==> src/rtl/wdt_ch1_pkg.sv <==
// Constants and carrier types for the second watchdog channel
`default_nettype none
package wdt_ch1_pkg;
    localparam int FLAG_BIT = 7;
    localparam int MODE_BIT = 6;
    localparam int ENABLE_BIT = 5;
    localparam int PSC_SEL_BIT = 4;
    localparam int RST_NMI_BIT = 3;
    localparam int CKS_MSB = 2;
    localparam logic [7:0] CSR_RESET = 8'h00;
    localparam logic [7:0] CNT_RESET = 8'h00;
    localparam logic [7:0] CNT_MAX = 8'hFF;
    localparam logic [7:0] KEY_COUNTER = 8'h5A;
    localparam logic [7:0] KEY_CONTROL = 8'hA5;
    localparam int MAIN_PSC_W = 17;
    localparam int SUB_PSC_W = 8;
    // Internal reset and pin pulse lengths, in system clocks
    localparam int RESET_CYCLES = 518;
    localparam int PIN_LOW_CYCLES = 132;
    localparam logic [9:0] RESET_CNT_LOAD = 10'(RESET_CYCLES);
    localparam logic [7:0] PIN_CNT_LOAD = 8'(PIN_LOW_CYCLES);

    typedef struct packed {
        logic rd_csr;
        logic rd_cnt;
        logic wr_word;
        logic wr_byte;
        logic [15:0] wdata;
    } bus_req_t;
endpackage
`default_nettype wire
==> src/rtl/wdt_ch1.sv <==
// Watchdog / interval timer, channel with prescaler select
`timescale 1ns/100ps
`default_nettype none
module wdt_ch1 (
    input wire logic clock,
    input wire logic rst_n,
    input wire logic clk_en,
    input wire wdt_ch1_pkg::bus_req_t bus,
    input wire logic sub_clk,
    input wire logic external_reset_pin,
    output logic [7:0] rdata_q,
    output logic reset_output_pin_q,
    output logic chip_reset_q,
    output logic nmi_req_q,
    output logic interval_timer_irq_q,
    output logic reset_source_bit_q
);
    ////////////////////////////////////////////////////////////////////////
    // Divider select: bits of prescaler that must be all ones for a tick
    function automatic logic [4:0] main_exp(input logic [2:0] cks);
        case (cks)
            3'h0: main_exp = 5'h01;
            3'h1: main_exp = 5'h06;
            3'h2: main_exp = 5'h07;
            3'h3: main_exp = 5'h09;
            3'h4: main_exp = 5'h0B;
            3'h5: main_exp = 5'h0D;
            3'h6: main_exp = 5'h0F;
            default: main_exp = 5'h11;
        endcase
    endfunction

    function automatic logic [16:0] low_mask(input logic [4:0] e);
        low_mask = 17'((18'h00001 << e) - 18'h00001);
    endfunction

    ////////////////////////////////////////////////////////////////////////
    logic [7:0] csr_q, csr_d;
    logic [7:0] cnt_q, cnt_d;
    logic armed_q, armed_d;
    logic [16:0] main_psc_q;
    logic [7:0] sub_psc_q;
    logic [2:0] sub_sync_q;
    logic [1:0] ext_sync_q;
    logic [9:0] rst_cnt_q;
    logic [7:0] pin_cnt_q;

    wire logic wr_ok = bus.wr_word && !bus.wr_byte;
    wire logic wr_cnt = wr_ok && bus.wdata[15:8] == wdt_ch1_pkg::KEY_COUNTER;
    wire logic wr_csr = wr_ok && bus.wdata[15:8] == wdt_ch1_pkg::KEY_CONTROL;
    wire logic [7:0] wd = bus.wdata[7:0];
    wire logic count_en = csr_q[wdt_ch1_pkg::ENABLE_BIT];
    wire logic mode_wd = csr_q[wdt_ch1_pkg::MODE_BIT];
    wire logic sel_rst = csr_q[wdt_ch1_pkg::RST_NMI_BIT];
    wire logic [2:0] cks = csr_q[wdt_ch1_pkg::CKS_MSB:0];
    // Code 100 on the sub-clock side follows the binary progression
    wire logic [4:0] sub_e = 5'({2'h0, cks} + 5'h01);
    wire logic sub_edge = sub_sync_q[1] && !sub_sync_q[2];
    wire logic main_tick =
        (main_psc_q & low_mask(main_exp(cks))) == low_mask(main_exp(cks));
    wire logic sub_tick = sub_edge &&
        ((17'(sub_psc_q) & low_mask(sub_e)) == low_mask(sub_e));
    wire logic tick = count_en &&
        (csr_q[wdt_ch1_pkg::PSC_SEL_BIT] ? sub_tick : main_tick);
    // A coinciding counter write swallows the increment
    wire logic wrap_event = tick && !wr_cnt && cnt_q == wdt_ch1_pkg::CNT_MAX;
    wire logic wd_rst_event = wrap_event && mode_wd && sel_rst;
    wire logic reset_end = chip_reset_q && rst_cnt_q == 10'h001;
    wire logic ext_low = !ext_sync_q[1];

    ////////////////////////////////////////////////////////////////////////
    // Next state of control register, flag and counter
    always_comb begin
        csr_d = csr_q;
        armed_d = armed_q;
        cnt_d = cnt_q;
        if (bus.rd_csr && csr_q[wdt_ch1_pkg::FLAG_BIT]) begin
            armed_d = 1'b1;
        end
        if (wr_csr) begin
            csr_d[6:0] = wd[6:0];
            if (!wd[wdt_ch1_pkg::FLAG_BIT] && armed_q) begin
                csr_d[wdt_ch1_pkg::FLAG_BIT] = 1'b0;
            end
            if (!wd[wdt_ch1_pkg::ENABLE_BIT]) begin
                csr_d[wdt_ch1_pkg::FLAG_BIT] = 1'b0;
            end
            armed_d = 1'b0;
        end
        // A stale arm must not let a later flag clear unread
        if (reset_end) begin
            csr_d[wdt_ch1_pkg::FLAG_BIT] = 1'b0;
            armed_d = 1'b0;
        end
        // Set beats any clear in the same cycle
        if (wrap_event) begin
            csr_d[wdt_ch1_pkg::FLAG_BIT] = 1'b1;
        end
        if (wr_cnt) begin
            cnt_d = wd;
        end else if (!count_en) begin
            cnt_d = wdt_ch1_pkg::CNT_RESET;
        end else if (tick) begin
            cnt_d = 8'(cnt_q + 8'h01);
        end
        if (wr_csr && !wd[wdt_ch1_pkg::ENABLE_BIT]) begin
            cnt_d = wdt_ch1_pkg::CNT_RESET;
        end
    end

    ////////////////////////////////////////////////////////////////////////
    always_ff @(posedge clock or negedge rst_n) begin
        if (!rst_n) begin
            csr_q <= wdt_ch1_pkg::CSR_RESET;
            cnt_q <= wdt_ch1_pkg::CNT_RESET;
            armed_q <= 1'b0;
            interval_timer_irq_q <= 1'b0;
        end else if (clk_en) begin
            csr_q <= csr_d;
            cnt_q <= cnt_d;
            armed_q <= armed_d;
            interval_timer_irq_q <= csr_d[wdt_ch1_pkg::FLAG_BIT] &&
                !csr_d[wdt_ch1_pkg::MODE_BIT];
        end
    end

    // Prescalers run free; the sub-clock pin is synchronised first
    always_ff @(posedge clock or negedge rst_n) begin
        if (!rst_n) begin
            main_psc_q <= '0;
            sub_psc_q <= '0;
            sub_sync_q <= '0;
            ext_sync_q <= 2'h3;
        end else if (clk_en) begin
            main_psc_q <= 17'(main_psc_q + 17'h00001);
            sub_sync_q <= {sub_sync_q[1:0], sub_clk};
            ext_sync_q <= {ext_sync_q[0], external_reset_pin};
            if (sub_edge) begin
                sub_psc_q <= 8'(sub_psc_q + 8'h01);
            end
        end
    end

    // Internal reset, pin pulse and NMI request
    always_ff @(posedge clock or negedge rst_n) begin
        if (!rst_n) begin
            rst_cnt_q <= '0;
            pin_cnt_q <= '0;
            chip_reset_q <= 1'b0;
            reset_output_pin_q <= 1'b1;
            nmi_req_q <= 1'b0;
            reset_source_bit_q <= 1'b0;
        end else if (clk_en) begin
            nmi_req_q <= wrap_event && mode_wd && !sel_rst;
            if (wd_rst_event && !chip_reset_q) begin
                rst_cnt_q <= wdt_ch1_pkg::RESET_CNT_LOAD;
                pin_cnt_q <= wdt_ch1_pkg::PIN_CNT_LOAD;
                chip_reset_q <= 1'b1;
                reset_output_pin_q <= 1'b0;
            end else begin
                if (chip_reset_q) begin
                    rst_cnt_q <= 10'(rst_cnt_q - 10'h001);
                    chip_reset_q <= !reset_end;
                end
                if (!reset_output_pin_q) begin
                    pin_cnt_q <= 8'(pin_cnt_q - 8'h01);
                    reset_output_pin_q <= pin_cnt_q == 8'h01;
                end
            end
            if (ext_low) begin
                reset_source_bit_q <= 1'b1;
            end else if (wd_rst_event && !chip_reset_q) begin
                reset_source_bit_q <= 1'b0;
            end
        end
    end

    always_ff @(posedge clock or negedge rst_n) begin
        if (!rst_n) begin
            rdata_q <= 8'h00;
        end else if (clk_en) begin
            if (bus.rd_csr) begin
                rdata_q <= csr_q;
            end else if (bus.rd_cnt) begin
                rdata_q <= cnt_q;
            end
        end
    end

    ////////////////////////////////////////////////////////////////////////
    // Checks
    logic [9:0] hold_q;
    logic [7:0] low_q;
    always_ff @(posedge clock or negedge rst_n) begin
        if (!rst_n) begin
            hold_q <= '0;
            low_q <= '0;
        end else if (clk_en) begin
            hold_q <= chip_reset_q ? 10'(hold_q + 10'h001) : 10'h000;
            low_q <= !reset_output_pin_q ? 8'(low_q + 8'h01) : 8'h00;
        end
    end
endmodule // wdt_ch1
`default_nettype wire

==> config.mk <==
export PLATFORM = sky130hd
export DESIGN_NAME = wdt_ch1
export DESIGN_NICKNAME = d
export VERILOG_FILES = /design/src/rtl/wdt_ch1_pkg.sv /design/src/rtl/wdt_ch1.sv
export SDC_FILE = /design/constraint.sdc
export NUM_CORES = 1
export LEC_CHECK = 0
export ABC_CLOCK_PERIOD_IN_PS = 3650
export BUFFER_PORTS_ARGS = -buffer_cell sky130_fd_sc_hd__buf_2
export CAP_MARGIN = 5
export CELL_PAD_IN_SITES_DETAIL_PLACEMENT = 1
export CELL_PAD_IN_SITES_GLOBAL_PLACEMENT = 1
export CORE_MARGIN = 1.5
export CORE_UTILIZATION = 40
export CTS_BUF_LIST = sky130_fd_sc_hd__clkbuf_4
export DETAILED_ROUTE_END_ITERATION = 16
export HOLD_SLACK_MARGIN = 0.02
export PLACE_DENSITY_LB_ADDON = 0.12
export SETUP_SLACK_MARGIN = 0.5
export SYNTH_ARGS = -nofsm -noshare
export SYNTH_HDL_FRONTEND = slang
export SYNTH_SLANG_ARGS = --single-unit
==> constraint.sdc <==
create_clock -name clock -period 3.65 [get_ports clock]
set_clock_uncertainty 0.15 [all_clocks]
set_input_delay 0.365 -clock clock [delete_from_list [all_inputs] [get_ports clock]]
set_output_delay 0.365 -clock clock [all_outputs]
set_load 0.05 [all_outputs]
==> flow_summary.html <==
<table>
<tr><th>Metric</th><th>Value</th></tr>
<tr><th colspan="2">Outcome</th></tr>
<tr><td>Result of the run</td><td>finished, final reports clean</td></tr>
<tr><th colspan="2">Setup path</th></tr>
<tr><td>Kind of end point of the critical path</td><td>flop</td></tr>
<tr><td>FF-to-FF setup slack</td><td>600 ps</td></tr>
<tr><td>Peak fanout along the critical path</td><td>5</td></tr>
<tr><td>Data arrival, critical path</td><td>roughly 3200 ps</td></tr>
<tr><td>Crit path kind</td><td>reg -&gt; reg</td></tr>
<tr><td>Critical path startpoint category</td><td>flop</td></tr>
<tr><td>Crit Reg-Reg Startpoint</td><td>csr_q[0]$_DFFE_PN0P_</td></tr>
<tr><td>Capture point of the worst reg-to-reg path</td><td>cnt_q[4]$_DFFE_PN0P_</td></tr>
<tr><td>Worst path required time</td><td>3840 ps</td></tr>
<tr><td>R2r worst-path depth</td><td>12</td></tr>
<tr><th colspan="2">Yosys</th></tr>
<tr><td>Area share of the leading cell type in the synthesized netlist</td><td>0.442</td></tr>
<tr><td>Biggest area consumer among synthesized cells</td><td>sky130_fd_sc_hd__dfrtp_1</td></tr>
<tr><td>Number of different library cells in the post-synthesis netlist</td><td>between 60 and 70</td></tr>
<tr><td>EDFF count, synth</td><td>0</td></tr>
<tr><td>Cell count after synthesis</td><td>449</td></tr>
<tr><td>Most area-consuming cells after synthesis</td><td>sky130_fd_sc_hd__dfrtp_1 44%, sky130_fd_sc_hd__xnor2_1 4.3%, sky130_fd_sc_hd__nand2_1 3.9%</td></tr>
<tr><td>Primary flip-flop cell chosen by synthesis mapping</td><td>sky130_fd_sc_hd__dfrtp_1</td></tr>
<tr><td>Proportion of synthesized flip-flops having asynchronous set or reset</td><td>1.00</td></tr>
<tr><td>Post-Synthesis Cell Area</td><td>~0.0042 sq mm</td></tr>
<tr><td>Synthesis Warnings</td><td>0</td></tr>
<tr><td>Net count after synthesis</td><td>just under 500</td></tr>
<tr><td>Synthesized flop and latch total</td><td>78</td></tr>
<tr><td>Mean instance size in the synthesized netlist</td><td>around 9.5 sq um</td></tr>
<tr><td>Register area share after synthesis</td><td>0.460</td></tr>
<tr><th colspan="2">Final layout</th></tr>
<tr><td>Leading cell types in the layout, fill and taps excluded</td><td>74 x sky130_fd_sc_hd__dfrtp_1, 43 x sky130_fd_sc_hd__nor2_1, 42 x sky130_fd_sc_hd__nand2_1</td></tr>
<tr><td>Area Overhead vs Synth</td><td>15.7%</td></tr>
<tr><td>Post-Layout Cell Count</td><td>approximately 640</td></tr>
<tr><td>FILL cells</td><td>approximately 1200</td></tr>
<tr><td>Layout net count</td><td>around 540</td></tr>
<tr><td>Antenna cells</td><td>0</td></tr>
<tr><td>Share of layout cells above drive strength 1</td><td>0.201</td></tr>
<tr><td>Most common cell after layout, fill and taps aside</td><td>sky130_fd_sc_hd__dfrtp_1</td></tr>
<tr><th colspan="2">Timing</th></tr>
<tr><td>Number of max-slew violations in the final report</td><td>0</td></tr>
<tr><td>Worst max-slew margin expressed relative to the limit</td><td>0.327</td></tr>
<tr><td>Transition time at the pin with the least slew margin</td><td>between 1000 and 1500 ps</td></tr>
<tr><td>Final Cycle Share</td><td>0.837</td></tr>
<tr><td>Number of hold violations in the final report</td><td>0</td></tr>
<tr><td>Fmax</td><td>~330 MHz</td></tr>
<tr><td>Minimum clock period</td><td>just over 3000 ps</td></tr>
<tr><td>Final sum of negative setup slack</td><td>0 ps</td></tr>
<tr><td>Number of setup violations in the final report</td><td>0</td></tr>
<tr><td>Unrepaired setup endpoints after global routing</td><td>false</td></tr>
<tr><th colspan="2">Job</th></tr>
<tr><td># Max-Cap Violations</td><td>0</td></tr>
<tr><th colspan="2">Drt</th></tr>
<tr><td>Remaining antenna violation count</td><td>0</td></tr>
<tr><td>Initial drt markers</td><td>approximately 140</td></tr>
<tr><td>Routed length per instance</td><td>17.9 microns</td></tr>
<tr><td>Wire length after detailed routing</td><td>approximately 12000 microns</td></tr>
<tr><td>Count of TritonRoute iterations in the first routing pass</td><td>4</td></tr>
<tr><td>Vias per cell</td><td>5.60</td></tr>
<tr><td>DRC violations left</td><td>0</td></tr>
<tr><td>Via count</td><td>approximately 3600</td></tr>
<tr><th colspan="2">Floorplanning</th></tr>
<tr><td>Core outline area</td><td>0.0103 sq mm</td></tr>
<tr><td>Chip Height</td><td>roughly 110 microns</td></tr>
<tr><td>Total number of placement rows</td><td>37</td></tr>
<tr><td>Width of the die</td><td>roughly 110 microns</td></tr>
<tr><td>Total die area</td><td>0.0112 sq mm</td></tr>
<tr><td>Initial standard-cell utilization of the core</td><td>0.411</td></tr>
<tr><td>Number of top-level design ports</td><td>38</td></tr>
<tr><th colspan="2">CTS</th></tr>
<tr><td>Worst-path clk slew</td><td>140 ps</td></tr>
<tr><td>Clock H-tree levels</td><td>3</td></tr>
<tr><td>CTS tree</td><td>yes</td></tr>
<tr><td>Latest clock arrival within the worst-skew pair</td><td>430 ps</td></tr>
<tr><td>Number of clock sinks seen by CTS</td><td>between 70 and 80</td></tr>
<tr><td>Buffer type at the clock tree root</td><td>sky130_fd_sc_hd__clkbuf_4</td></tr>
<tr><td>Number of clock buffers inserted by TritonCTS</td><td>9</td></tr>
<tr><td>Clock Tree Buf Depth</td><td>2</td></tr>
<tr><th colspan="2">Global routing</th></tr>
<tr><td>Gr ovfl total</td><td>0</td></tr>
<tr><td>Vias in the first global route</td><td>3854</td></tr>
<tr><td>Wire length of the first global-routing pass</td><td>19700 microns</td></tr>
<tr><td>Initial antenna violation count</td><td>0</td></tr>
<tr><td>Total Routing Usage GR</td><td>0.221</td></tr>
<tr><td>Largest net degree at the start of global routing</td><td>approximately 80</td></tr>
<tr><th colspan="2">Power</th></tr>
<tr><td>Reg power frac</td><td>0.511</td></tr>
<tr><td>Lkg Pwr</td><td>2.19 nW</td></tr>
<tr><td>Cell internal pwr</td><td>0.00147 W</td></tr>
<tr><td>Comb power frac</td><td>0.251</td></tr>
<tr><td>Switching part of the total power</td><td>0.358</td></tr>
<tr><td>Clock Power Share</td><td>0.238</td></tr>
<tr><td>Worst IR Drop VDD</td><td>about 180 uV</td></tr>
<tr><td>Net switching power</td><td>0.000819 W</td></tr>
<tr><td>Power density of the placed cells</td><td>465 mW/mm^2</td></tr>
<tr><td>Overall power</td><td>around 0.0023 W</td></tr>
<tr><th colspan="2">Min path</th></tr>
<tr><td>Worst Hold Launch</td><td>bus[4]</td></tr>
<tr><td>Number of cells on the worst hold path</td><td>2</td></tr>
<tr><td>Worst Hold Endpoint</td><td>csr_q[4]$_DFFE_PN0P_</td></tr>
<tr><td>Worst hold path class</td><td>in -&gt; reg</td></tr>
<tr><th colspan="2">Place</th></tr>
<tr><td>Post-placement cell count</td><td>a little over 600</td></tr>
<tr><td>Post-DP HPWL</td><td>8080 microns</td></tr>
<tr><td>Gpl congestion</td><td>a little under 0.8</td></tr>
<tr><td>Port Buffer Count</td><td>37</td></tr>
</table>
## Yosys cell counts (2+ instances only)
cell / n
sky130_fd_sc_hd__a211oi_1: 5
sky130_fd_sc_hd__a21oi_1: 22
sky130_fd_sc_hd__a2bb2oi_1: 4
sky130_fd_sc_hd__a31o_1: 2
sky130_fd_sc_hd__a31oi_1: 5
sky130_fd_sc_hd__and2_1: 3
sky130_fd_sc_hd__and3_1: 8
sky130_fd_sc_hd__buf_1: 2
sky130_fd_sc_hd__buf_2: 2
sky130_fd_sc_hd__clkbuf_1: 8
sky130_fd_sc_hd__dfrtp_1: 75
sky130_fd_sc_hd__dfstp_2: 3
sky130_fd_sc_hd__ha_1: 11
sky130_fd_sc_hd__inv_1: 23
sky130_fd_sc_hd__mux2_2: 14
sky130_fd_sc_hd__mux2i_1: 3
sky130_fd_sc_hd__nand2_1: 44
sky130_fd_sc_hd__nand2b_1: 4
sky130_fd_sc_hd__nand3_1: 23
sky130_fd_sc_hd__nand3b_1: 3
sky130_fd_sc_hd__nand4_1: 6
sky130_fd_sc_hd__nand4b_1: 2
sky130_fd_sc_hd__nor2_1: 43
sky130_fd_sc_hd__nor2b_1: 2
sky130_fd_sc_hd__nor3_1: 9
sky130_fd_sc_hd__nor4_1: 9
sky130_fd_sc_hd__o211ai_1: 2
sky130_fd_sc_hd__o21ai_0: 24
sky130_fd_sc_hd__o22ai_1: 20
sky130_fd_sc_hd__o311a_1: 2
sky130_fd_sc_hd__or3_1: 4
sky130_fd_sc_hd__or4_1: 2
sky130_fd_sc_hd__or4b_1: 2
sky130_fd_sc_hd__xnor2_1: 21
sky130_fd_sc_hd__xor2_1: 10
## per-stage QoR
| step | hold WS [ps] | utilization | instance area, sq um | worst slack (ps) |
|---|---|---|---|---|
| 2_1_floorplan | -80.6 | - | 4250 | 545 |
| 3_3_place_gp | 313 | 0.446 | 4600 | 384 |
| 3_5_place_dp | 320 | 0.446 | 4600 | 261 |
| 4_1_cts | 22.0 | 0.467 | 4820 | 509 |
| 5_1_grt | 40.3 | 0.476 | 4920 | 470 |
| 6_report | 49.1 | 0.476 | 4920 | 596 |
## area by class of cell
type	count	area, sq um	share of cell area
Timing Repair Buffer	57	352	0.0715
Clock buffer	9	67.6	0.0137
Tap cell	136	170	0.0346
Multi-Input combinational cell	334	2210	0.450
Clock inverter	7	72.6	0.0148
Inverter	23	86.3	0.0176
Sequential cell	78	1960	0.398
## critical path, cell delays in order (launching register included)
cell and delay (ps):
sky130_fd_sc_hd__dfrtp_1 410, sky130_fd_sc_hd__nand2_2 90, sky130_fd_sc_hd__inv_2 70, sky130_fd_sc_hd__ha_4 270
sky130_fd_sc_hd__nand2_2 60, sky130_fd_sc_hd__ha_1 280, sky130_fd_sc_hd__o2111ai_1 100, sky130_fd_sc_hd__a21o_1 200
sky130_fd_sc_hd__a211oi_4 280, sky130_fd_sc_hd__a41oi_4 230, sky130_fd_sc_hd__buf_6 200, sky130_fd_sc_hd__or4_4 510
sky130_fd_sc_hd__o2111a_1 120
## registers in the layout, summed over array words and instances, names as in the netlist
name                  flops
pin_cnt_q                 8
armed_q                   1
csr_q                     8
rdata_q                   8
interval_timer_irq_q      1
reset_output_pin_q        1
sub_psc_q                 8
reset_source_bit_q        1
ext_sync_q                2
cnt_q                     8
nmi_req_q                 1
main_psc_q               17
sub_sync_q                3
chip_reset_q              1
rst_cnt_q                10
## timing repair
action                                  4_1_cts  5_1_grt
hold endpoints to repair                     78        0
hold buffers                                  4        0
buffers inserted                              1        7
pin swaps                                     1        6
endpoints found under the setup margin       16       17
resized for setup                             5        9
## metal layers
metal	track usage	vias up	wire length, microns
met5	0	-	0
met4	0.0820	0	176
met3	0.0258	13	262
met2	0.374	46	5630
met1	0.290	1816	5450
li1	-	1734	-
## power groups by stage
| stage | combinational (W) | sequential, W | clock, W |
|---|---|---|---|
| after detailed placement | 0.000529 | 0.00119 | 0 |
| after CTS | 0.000544 | 0.00117 | 0.000566 |
| after global placement | 0.000508 | 0.00118 | 0 |
| final | 0.000573 | 0.00117 | 0.000545 |
| after floorplan | 0.000329 | 0.00120 | 0 |
| after global routing | 0.000641 | 0.00120 | 0.000589 |
## worst max path at each step
| stage | start | end | cells after the start |
|---|---|---|---|
| 6_report | csr_q[0]$_DFFE_PN0P_ | cnt_q[4]$_DFFE_PN0P_ | 12 |
| 5_1_grt | csr_q[0]$_DFFE_PN0P_ | cnt_q[4]$_DFFE_PN0P_ | 12 |
| 4_1_cts | csr_q[0]$_DFFE_PN0P_ | rst_cnt_q[6]$_DFFE_PN0P_ | 10 |
| 3_5_place_dp | csr_q[2]$_DFFE_PN0P_ | cnt_q[4]$_DFFE_PN0P_ | 11 |
| 3_3_place_gp | csr_q[2]$_DFFE_PN0P_ | cnt_q[4]$_DFFE_PN0P_ | 11 |
| 2_1_floorplan | csr_q[1]$_DFFE_PN0P_ | rst_cnt_q[8]$_DFFE_PN0P_ | 12 |
## logic make-up (layout without fill, tap and decap cells)
group           count (synthesis)  in the layout  share of synthesized area
simple gates                  169            169                      0.196
compound gates                105            105                      0.166
flops                          78             78                      0.460
buf+inv                        37             96                     0.0359
xor+xnor                       31             31                     0.0639
mux                            17             17                     0.0442
fa+ha+maj                      11             11                     0.0324
other cells                     1              1                   0.000883
(Power assumes the default switching activity.)
